### config.mk
export PLATFORM = sky130hd
export DESIGN_NAME = lmiu_top
export DESIGN_NICKNAME = d
export VERILOG_FILES = /design/src/hdl/lmiu_pkg.sv /design/src/hdl/lmiu_hold_timer.sv /design/src/hdl/lmiu_top.sv
export SDC_FILE = /design/constraint.sdc
export NUM_CORES = 1
export LEC_CHECK = 0
export BUFFER_PORTS_ARGS = -buffer_cell sky130_fd_sc_hd__buf_2
export CORE_ASPECT_RATIO = 1.4
export CORE_MARGIN = 2
export CORE_UTILIZATION = 25
export DETAILED_ROUTE_END_ITERATION = 12
export GPL_TIMING_DRIVEN = 0
export PLACE_DENSITY = 0.45
export SLEW_MARGIN = 30
export SYNTH_ARGS = -nofsm -noshare
export SYNTH_HDL_FRONTEND = slang
export SYNTH_SLANG_ARGS = --single-unit
### constraint.sdc
create_clock -name clk_i -period 1.6 [get_ports clk_i]
set_input_delay 0.16 -clock clk_i [delete_from_list [all_inputs] [get_ports clk_i]]
set_output_delay 0.16 -clock clk_i [all_outputs]
set_load 0.01 [all_outputs]
### src/hdl/lmiu_pkg.sv
// package for the led matrix interrupt unit: map, fields, reset values, timing
package lmiu_pkg;

  // register byte addresses on the internal register port
  localparam logic [7:0] LMIU_ADDR_MASK      = 8'hf0;
  localparam logic [7:0] LMIU_ADDR_STATUS    = 8'hf1;

  // values after reset
  localparam logic [7:0] LMIU_MASK_RESET     = 8'h00;
  localparam logic [4:0] LMIU_STATUS_RESET   = 5'h00;
  localparam logic [7:0] LMIU_READ_ZERO      = 8'h00;

  // enable mask field positions
  localparam int unsigned LMIU_MASK_OPEN_BIT   = 0;
  localparam int unsigned LMIU_MASK_SHORT_BIT  = 1;
  localparam int unsigned LMIU_MASK_BREATH_BIT = 2;
  localparam int unsigned LMIU_MASK_ACLR_BIT   = 3;
  localparam int unsigned LMIU_MASK_USED       = 4;

  // status field positions
  localparam int unsigned LMIU_ST_OPEN_BIT   = 0;
  localparam int unsigned LMIU_ST_SHORT_BIT  = 1;
  localparam int unsigned LMIU_ST_B1_BIT     = 2;
  localparam int unsigned LMIU_ST_B2_BIT     = 3;
  localparam int unsigned LMIU_ST_B3_BIT     = 4;
  localparam int unsigned LMIU_ST_USED       = 5;

  // auto-clear hold time, a least time; the cycle count is the plain product, with no rounding term added
  localparam int unsigned LMIU_CLK_FREQ_HZ     = 40_000_000;
  localparam int unsigned LMIU_ACLR_TIME_US    = 8000;
  localparam int unsigned LMIU_ACLR_CYCLES     =
    (LMIU_ACLR_TIME_US * (LMIU_CLK_FREQ_HZ / 1_000_000) + 0);

  // events from the fault detectors and the breathing engine
  typedef struct packed {
    logic [2:0] breath_done;   // one-cycle pulse per mode, [0] is mode 1
    logic       short_det;     // level, high while a short exists
    logic       open_det;      // level, high while an open exists
  } lmiu_evt_t;

  // register port request, one transfer per cycle
  typedef struct packed {
    logic       wr;
    logic       rd;
    logic [7:0] addr;
    logic [7:0] wdata;
  } lmiu_reg_req_t;

endpackage : lmiu_pkg

### src/hdl/lmiu_hold_timer.sv
// hold timer: measures how long the interrupt output has been asserted
`timescale 1ns/10ps
module lmiu_hold_timer #(
  parameter int unsigned LIMIT = 320000,
  parameter int unsigned W     = $clog2(LIMIT + 2)
) (
  input  wire logic clk_i,
  input  wire logic nrst_i,
  input  wire logic run_i,
  input  wire logic restart_i,
  output logic      expired_o
);

  localparam logic [W-1:0] LIMIT_W = W'(LIMIT);

  logic [W-1:0] count_q;
  logic [W-1:0] count_d;
  logic         at_limit;

  // saturating count; cleared whenever counting stops or a fresh event restarts it
  assign at_limit = (count_q == LIMIT_W);
  assign count_d  = (!run_i || restart_i) ? '0 :
                    at_limit              ? count_q :
                                            count_q + W'(1);

  always_ff @(posedge clk_i or negedge nrst_i) begin
    if (!nrst_i) begin
      count_q <= '0;
    end else begin
      count_q <= count_d;
    end
  end

  // expiry only counts while running, so a stale count never releases the pin
  assign expired_o = run_i && !restart_i && at_limit;

endmodule : lmiu_hold_timer

### src/hdl/lmiu_top.sv
// led matrix interrupt unit: enable mask, status flags and interrupt pin drive
// Notes on behaviour
// with auto-clear on, pin releases itself after staying low over 8 ms
// with auto-clear off, pin stays low with no timed release
// mask bit 2 lets breathing-loop completion raise the interrupt
// mask bit 1 lets a detected short raise the interrupt
// mask bit 0 lets a detected open raise the interrupt
// mask resets to zero; bits 7 to 4 unused
// status: mode3 bit4, mode2 bit3, mode1 bit2, short bit1, open bit0
// all status flags read zero after reset until an event
// breathing flag reads one once its mode finished its loops
// open flag reads one once an open is detected, else zero
// short flag reads one once a short occurred, else zero
// host reads status by address write, repeated start, then read
// pin is low while any enabled status flag is set, except after an auto-clear release
`timescale 1ns/10ps
module lmiu_top
  import lmiu_pkg::*;
#(
  parameter int unsigned ACLR_CYCLES = LMIU_ACLR_CYCLES
) (
  input  wire logic          clk_i,
  input  wire logic          nrst_i,
  input  wire lmiu_reg_req_t reg_req_i,
  input  wire lmiu_evt_t     evt_i,
  output logic [7:0]         rd_data_o,
  output logic               rd_valid_o,
  output logic               irq_out_n_o
);

  // interrupt pin states, one-hot
  typedef enum logic [2:0] {
    LMIU_IRQ_IDLE     = 3'b001,
    LMIU_IRQ_ACTIVE   = 3'b010,
    LMIU_IRQ_RELEASED = 3'b100
  } lmiu_irq_state_t;

  logic [LMIU_MASK_USED-1:0] mask_q;
  logic [LMIU_MASK_USED-1:0] mask_d;
  logic [LMIU_ST_USED-1:0]   status_q;
  logic [LMIU_ST_USED-1:0]   status_d;
  logic [7:0]                rd_data_q;
  logic [7:0]                rd_data_d;
  logic                      rd_valid_q;
  lmiu_irq_state_t           state_q;
  lmiu_irq_state_t           state_d;

  // register port decode
  // one transfer per cycle; the serial decoder in front owns addressing and paging
  logic hit_mask;
  logic hit_status;
  logic mask_wr;
  logic status_rd;

  assign hit_mask   = (reg_req_i.addr == LMIU_ADDR_MASK);
  assign hit_status = (reg_req_i.addr == LMIU_ADDR_STATUS);
  assign mask_wr    = reg_req_i.wr && hit_mask;
  // a status read both returns the flags and clears them behind the answer
  assign status_rd  = reg_req_i.rd && !reg_req_i.wr && hit_status;

  // named mask fields
  logic open_irq_enable;
  logic short_irq_enable;
  logic breath_loop_irq_enable;
  logic auto_clear_enable;

  assign open_irq_enable        = mask_q[LMIU_MASK_OPEN_BIT];
  assign short_irq_enable       = mask_q[LMIU_MASK_SHORT_BIT];
  assign breath_loop_irq_enable = mask_q[LMIU_MASK_BREATH_BIT];
  assign auto_clear_enable      = mask_q[LMIU_MASK_ACLR_BIT];

  // only the low four bits are stored; the upper written bits are dropped
  assign mask_d = mask_wr ? reg_req_i.wdata[LMIU_MASK_USED-1:0] : mask_q;

  // mask clears on reset, leaving every source and auto-clear disabled
  always_ff @(posedge clk_i or negedge nrst_i) begin
    if (!nrst_i) begin
      mask_q <= LMIU_MASK_RESET[LMIU_MASK_USED-1:0];
    end else begin
      mask_q <= mask_d;
    end
  end

  // status set terms, laid out in the status bit order
  // fault inputs are levels and breathing inputs single-cycle pulses; both only set
  logic [LMIU_ST_USED-1:0] set_vec;
  logic [LMIU_ST_USED-1:0] clr_vec;
  logic                    open_flag;
  logic                    short_flag;
  logic                    breath_one_done;
  logic                    breath_two_done;
  logic                    breath_three_done;

  assign set_vec[LMIU_ST_OPEN_BIT]  = evt_i.open_det;
  assign set_vec[LMIU_ST_SHORT_BIT] = evt_i.short_det;
  assign set_vec[LMIU_ST_B1_BIT]    = evt_i.breath_done[0];
  assign set_vec[LMIU_ST_B2_BIT]    = evt_i.breath_done[1];
  assign set_vec[LMIU_ST_B3_BIT]    = evt_i.breath_done[2];

  assign clr_vec = {LMIU_ST_USED{status_rd}};

  // set wins over the read clear, so an event in the read cycle survives;
  // a fault still present simply sets its flag again
  assign status_d = (status_q & ~clr_vec) | set_vec; // see R9 see R10

  always_ff @(posedge clk_i or negedge nrst_i) begin
    if (!nrst_i) begin
      status_q <= LMIU_STATUS_RESET;
    end else begin
      status_q <= status_d;
    end
  end

  assign open_flag         = status_q[LMIU_ST_OPEN_BIT];
  assign short_flag        = status_q[LMIU_ST_SHORT_BIT];
  assign breath_one_done   = status_q[LMIU_ST_B1_BIT];
  assign breath_two_done   = status_q[LMIU_ST_B2_BIT];
  assign breath_three_done = status_q[LMIU_ST_B3_BIT];

  // per-flag enables; all three breathing flags share one enable bit
  logic [LMIU_ST_USED-1:0] flag_en;
  logic                    pending;
  logic                    new_event;

  assign flag_en[LMIU_ST_OPEN_BIT]  = open_irq_enable;
  assign flag_en[LMIU_ST_SHORT_BIT] = short_irq_enable;
  assign flag_en[LMIU_ST_B1_BIT]    = breath_loop_irq_enable;
  assign flag_en[LMIU_ST_B2_BIT]    = breath_loop_irq_enable;
  assign flag_en[LMIU_ST_B3_BIT]    = breath_loop_irq_enable;

  // pending drives the pin; a new event is a flag rising from clear, so a
  // fault level that persists does not re-arm the pin after an auto-clear
  assign pending   = |(status_q & flag_en);
  assign new_event = |(set_vec & ~status_q & flag_en);

  // hold timer runs only while the pin is low and auto-clear is on
  logic timer_run;
  logic timer_restart;
  logic timer_expired;

  assign timer_run     = (state_q == LMIU_IRQ_ACTIVE) && auto_clear_enable; // see R1
  assign timer_restart = new_event;

  // limitation: every newly rising enabled flag restarts the timer, so a burst of
  // fresh events keeps the pin low for longer than one hold time
  lmiu_hold_timer #(
    .LIMIT (ACLR_CYCLES)
  ) u_hold_timer (
    .clk_i     (clk_i),
    .nrst_i    (nrst_i),
    .run_i     (timer_run),
    .restart_i (timer_restart),
    .expired_o (timer_expired)
  );

  // pin state machine; released state waits for a new event or for the flags
  // to be read away, it never re-asserts on its own
  always_comb begin
    state_d = state_q;
    case (state_q)
      LMIU_IRQ_IDLE: begin
        if (pending) begin
          state_d = LMIU_IRQ_ACTIVE;
        end
      end
      LMIU_IRQ_ACTIVE: begin
        if (!pending) begin
          state_d = LMIU_IRQ_IDLE;
        end else if (timer_expired) begin
          state_d = LMIU_IRQ_RELEASED;
        end
      end
      LMIU_IRQ_RELEASED: begin
        if (!pending) begin
          state_d = LMIU_IRQ_IDLE;
        end else if (new_event) begin
          state_d = LMIU_IRQ_ACTIVE;
        end
      end
      default: begin
        state_d = LMIU_IRQ_IDLE;
      end
    endcase
  end

  // idle after reset, so the pin starts released
  always_ff @(posedge clk_i or negedge nrst_i) begin
    if (!nrst_i) begin
      state_q <= LMIU_IRQ_IDLE;
    end else begin
      state_q <= state_d;
    end
  end

  // pin low only in the active state, straight from the one-hot flop
  // trade-off: one extra cycle of latency buys a glitch-free pin
  assign irq_out_n_o = ~state_q[1]; // see R13

  // read answer: status with upper bits zero; the mask is write-only and
  // reads, like any unmapped address, as zero
  logic [7:0] status_word;

  assign status_word = {{(8 - LMIU_ST_USED){1'b0}}, breath_three_done, breath_two_done,
                        breath_one_done, short_flag, open_flag};
  assign rd_data_d   = (reg_req_i.rd && hit_status) ? status_word :
                       reg_req_i.rd                 ? LMIU_READ_ZERO :
                                                      rd_data_q;

  // answer strobe follows every read, mapped or not, so the host never waits in vain
  always_ff @(posedge clk_i or negedge nrst_i) begin
    if (!nrst_i) begin
      rd_data_q  <= LMIU_READ_ZERO;
      rd_valid_q <= 1'b0;
    end else begin
      rd_data_q  <= rd_data_d;
      rd_valid_q <= reg_req_i.rd;
    end
  end

  assign rd_data_o  = rd_data_q;
  assign rd_valid_o = rd_valid_q;

endmodule : lmiu_top

==> results by group <==
Outcome
  – Outcome: finished, final reports clean

Finish
  – Post-route insts no fill: 341
  – Layout cells sized above 1: 41.1%
  – Final core utilization: 33.9%
  – Diode count: 0
  – Post-route cell area: 0.00260 mm2
  – Final Net Count: 267
  – FILL cells: 776
  – Area Overhead vs Synth: 33.8%

Synthesis
  – Top post-synthesis cells by area: dfrtp_1, xnor2_1, nand3_1
  – Synth cell count leaders: dfrtp_1, nor2_1, nand2_1, nand3_1, inv_1
  – Cell area after synthesis: 0.00194 mm2
  – Yosys top cell area share: 46.4%
  – Cell count after synthesis: 189
  – Seq/Total Area, Yosys: 47.8%
  – Netlist cell types: 45
  – FFs w/ async S/R, synth: 100%
  – Ys Warns: 0
  – Synthesis-stage register bit count: 37
  – EDFF count, synth: 0
  – Most frequent cell after synthesis: dfrtp_1
  – Syn avg cell area: 10.3 um2
  – Synth area leader: dfrtp_1
  – Top FF cell, synth: dfrtp_1

Critical path
  – CP Capture Type: flop
  – Req. time, crit path: 1.77 ns
  – Worst path cell trace: nor4_2 -> and3_4 -> nand4_1 -> a32o_1
  – Crit path largest cell delay: 0.46 ns
  – Setup CP Type: flop to flop
  – Critical path launch point type: flop
  – Crit Path Max Fanout: 5
  – Bufs and invs on worst path: 0
  – Critical Path AT: 1.77 ns
  – Slowest cell on crit path: dfrtp_2
  – CP top delay family: simple AND/OR/NAND/NOR gates

Clock network
  – CTS Buf Count: 5
  – Root Buffer: clkbuf_8
  – CTS Buffer Depth: 2
  – # clock sinks: 37
  – Clock-pin transition on the worst setup and hold timing paths: 0.08 ns
  – Depth of the CTS H-tree: 2
  – CTS tree: done
  – Later-pin clock latency in the skew report: 0.29 ns

Drt
  – Routed via count: 1597
  – Remaining DRCs: 0
  – Detailed-router iteration count before antenna repair: 4
  – Drt first-iter violations: 82
  – DRT antenna net count: 0
  – Drt wl/cell: 13.1 um
  – Number of vias per cell: 4.68
  – WL final: 4450 um

Timing
  – WHS: 0.0485 ns
  – Final setup violation count: 0
  – RSZ-0062 raised after global routing: yes
  – Fin crit period: 1.60 ns
  – Period utilization: 99.7%
  – Fin Setup TNS: 0 ns
  – Clk_skew: 0.00945 ns
  – PnR worst setup slack: 0.00471 ns
  – Max-slew violation count: 0
  – Final Hold Vio Count: 0
  – Highest clock rate: 627 MHz

Power and ir drop
  – Peak VDD IR: 0.000290 V
  – Static Leak: 1.03 nW
  – Tot Pwr: 1.93 mW
  – Power Density: 742 mW/mm2

Die
  – Die area: 0.00849 mm2
  – FP Rows: 38
  – Die H: 108 um
  – Starting Density: 25.4%
  – Core region area: 0.00765 mm2
  – Die Width: 78.5 um
  – Top Ports: 35

GRT
  – Grt total ovfl: 0
  – Initial antenna violation count: 0
  – First-pass GRT wire length: 7570 um
  – All-Layer GR Usage: 11.3%
  – Number of global-route vias before repair: 1583
  – Largest net degree at the start of global routing: 38

Job
  – Max-cap violations: 0

Placed design
  – Buffers on Ports: 27
  – Placed cell area: 0.00221 mm2
  – Placed Instances: 318
  – Dpl ws: -0.204 ns
  – HPWL Detailed: 3180 um
  – Final GP Congestion: 0.747

Worst hold path
  – HP Class: primary input to flop
[kinds of logic (layout without fill, tap and decap cells)]
family	Yosys count	in the layout	synth area share (%)
AOI/OAI and AO/OA	27	27	10.3
xor gates and xnor gates	15	15	6.77
DFF	37	37	47.8
buffers and inverters	17	67	4.00
other	1	3	0.193
muxes	7	7	3.87
adders and majority gates	2	2	1.29
and+or+nand+nor	83	83	25.8
[power breakdown]
group | total, mW | switching (mW) | internal (mW)
sequential | 0.967 | 0.0161 | 0.951
combinational | 0.113 | 0.0612 | 0.0514
clock | 0.847 | 0.340 | 0.507
total | 1.93 | 0.418 | 1.51
[repair_timing]
action | CTS | global route
pin swaps | 5 | 5
gates cloned | 0 | 0
gates resized for setup | 19 | 20
hold buffers | 0 | 1
setup buffers | 7 | 7
endpoints found under the hold margin | 0 | 36
endpoints found under the setup margin | 16 | 21
[cell type report]
class                   instances  area (um2)  area share, %
clock inverters                 2        37.5           1.45
multi-input cells             137        1070           41.4
plain buffers                   5        37.5           1.45
inverters                      12        45.0           1.73
well taps                     100         125           4.82
clock buffers                   6        82.6           3.18
flip-flops and latches         37         941           36.2
repair buffers                 42         253           9.73
[sequential cells by signal, indices dropped and copies added (netlist names)]
signal and flops:
mask_q 4, rd_data_o 5, rd_valid_o 1, state_q 3, status_q 5, u_hold_timer.count_q 19
[per-layer routing]
metal  up-vias  track usage [%]  routed length, um
met4         0             4.14                 74
li1        773                -                  -
met1       780             13.0               1850
met2        38             20.6               2340
met3         6             2.42                192
met5         -                0                  0
[worst reg2reg max path: cells and delay by family, from the launching register on]
family	cells	cell delay, ns
compound gates	1	0.26
flops	1	0.46
simple gates	3	0.76
[final timing paths]
check                                              start                      end  slack [ns]  depth (start not counted)
worst max-delay path            u_hold_timer.count_q[11]               state_q[1]       0.005                          4
worst min-delay path                            evt_i[2]              status_q[2]        0.05                          2
worst max register to register  u_hold_timer.count_q[11]               state_q[1]       0.005                          4
worst min register to register                 mask_q[3]                mask_q[3]        0.50                          1
max in group asynchronous                         nrst_i               state_q[0]        0.85                          2
min in group asynchronous                         nrst_i  u_hold_timer.count_q[9]        0.37                          2
[layout by cell type (no fill, tap or decap), drive strengths merged, types with 2 or more instances in the layout]
cell,count
inv,12
dfrtp,36
a21o,5
o31ai,2
o21ai,10
nor2,15
or3,2
ha,2
nor3,5
buf,46
xnor2,11
mux2,4
mux2i,3
nor2b,3
and3,3
conb,3
or2,2
a21oi,3
nand3b,3
clkbuf,6
nand3,14
nor4,10
xor2,4
nand2,15
nand4,7
(Power assumes the default switching activity.)
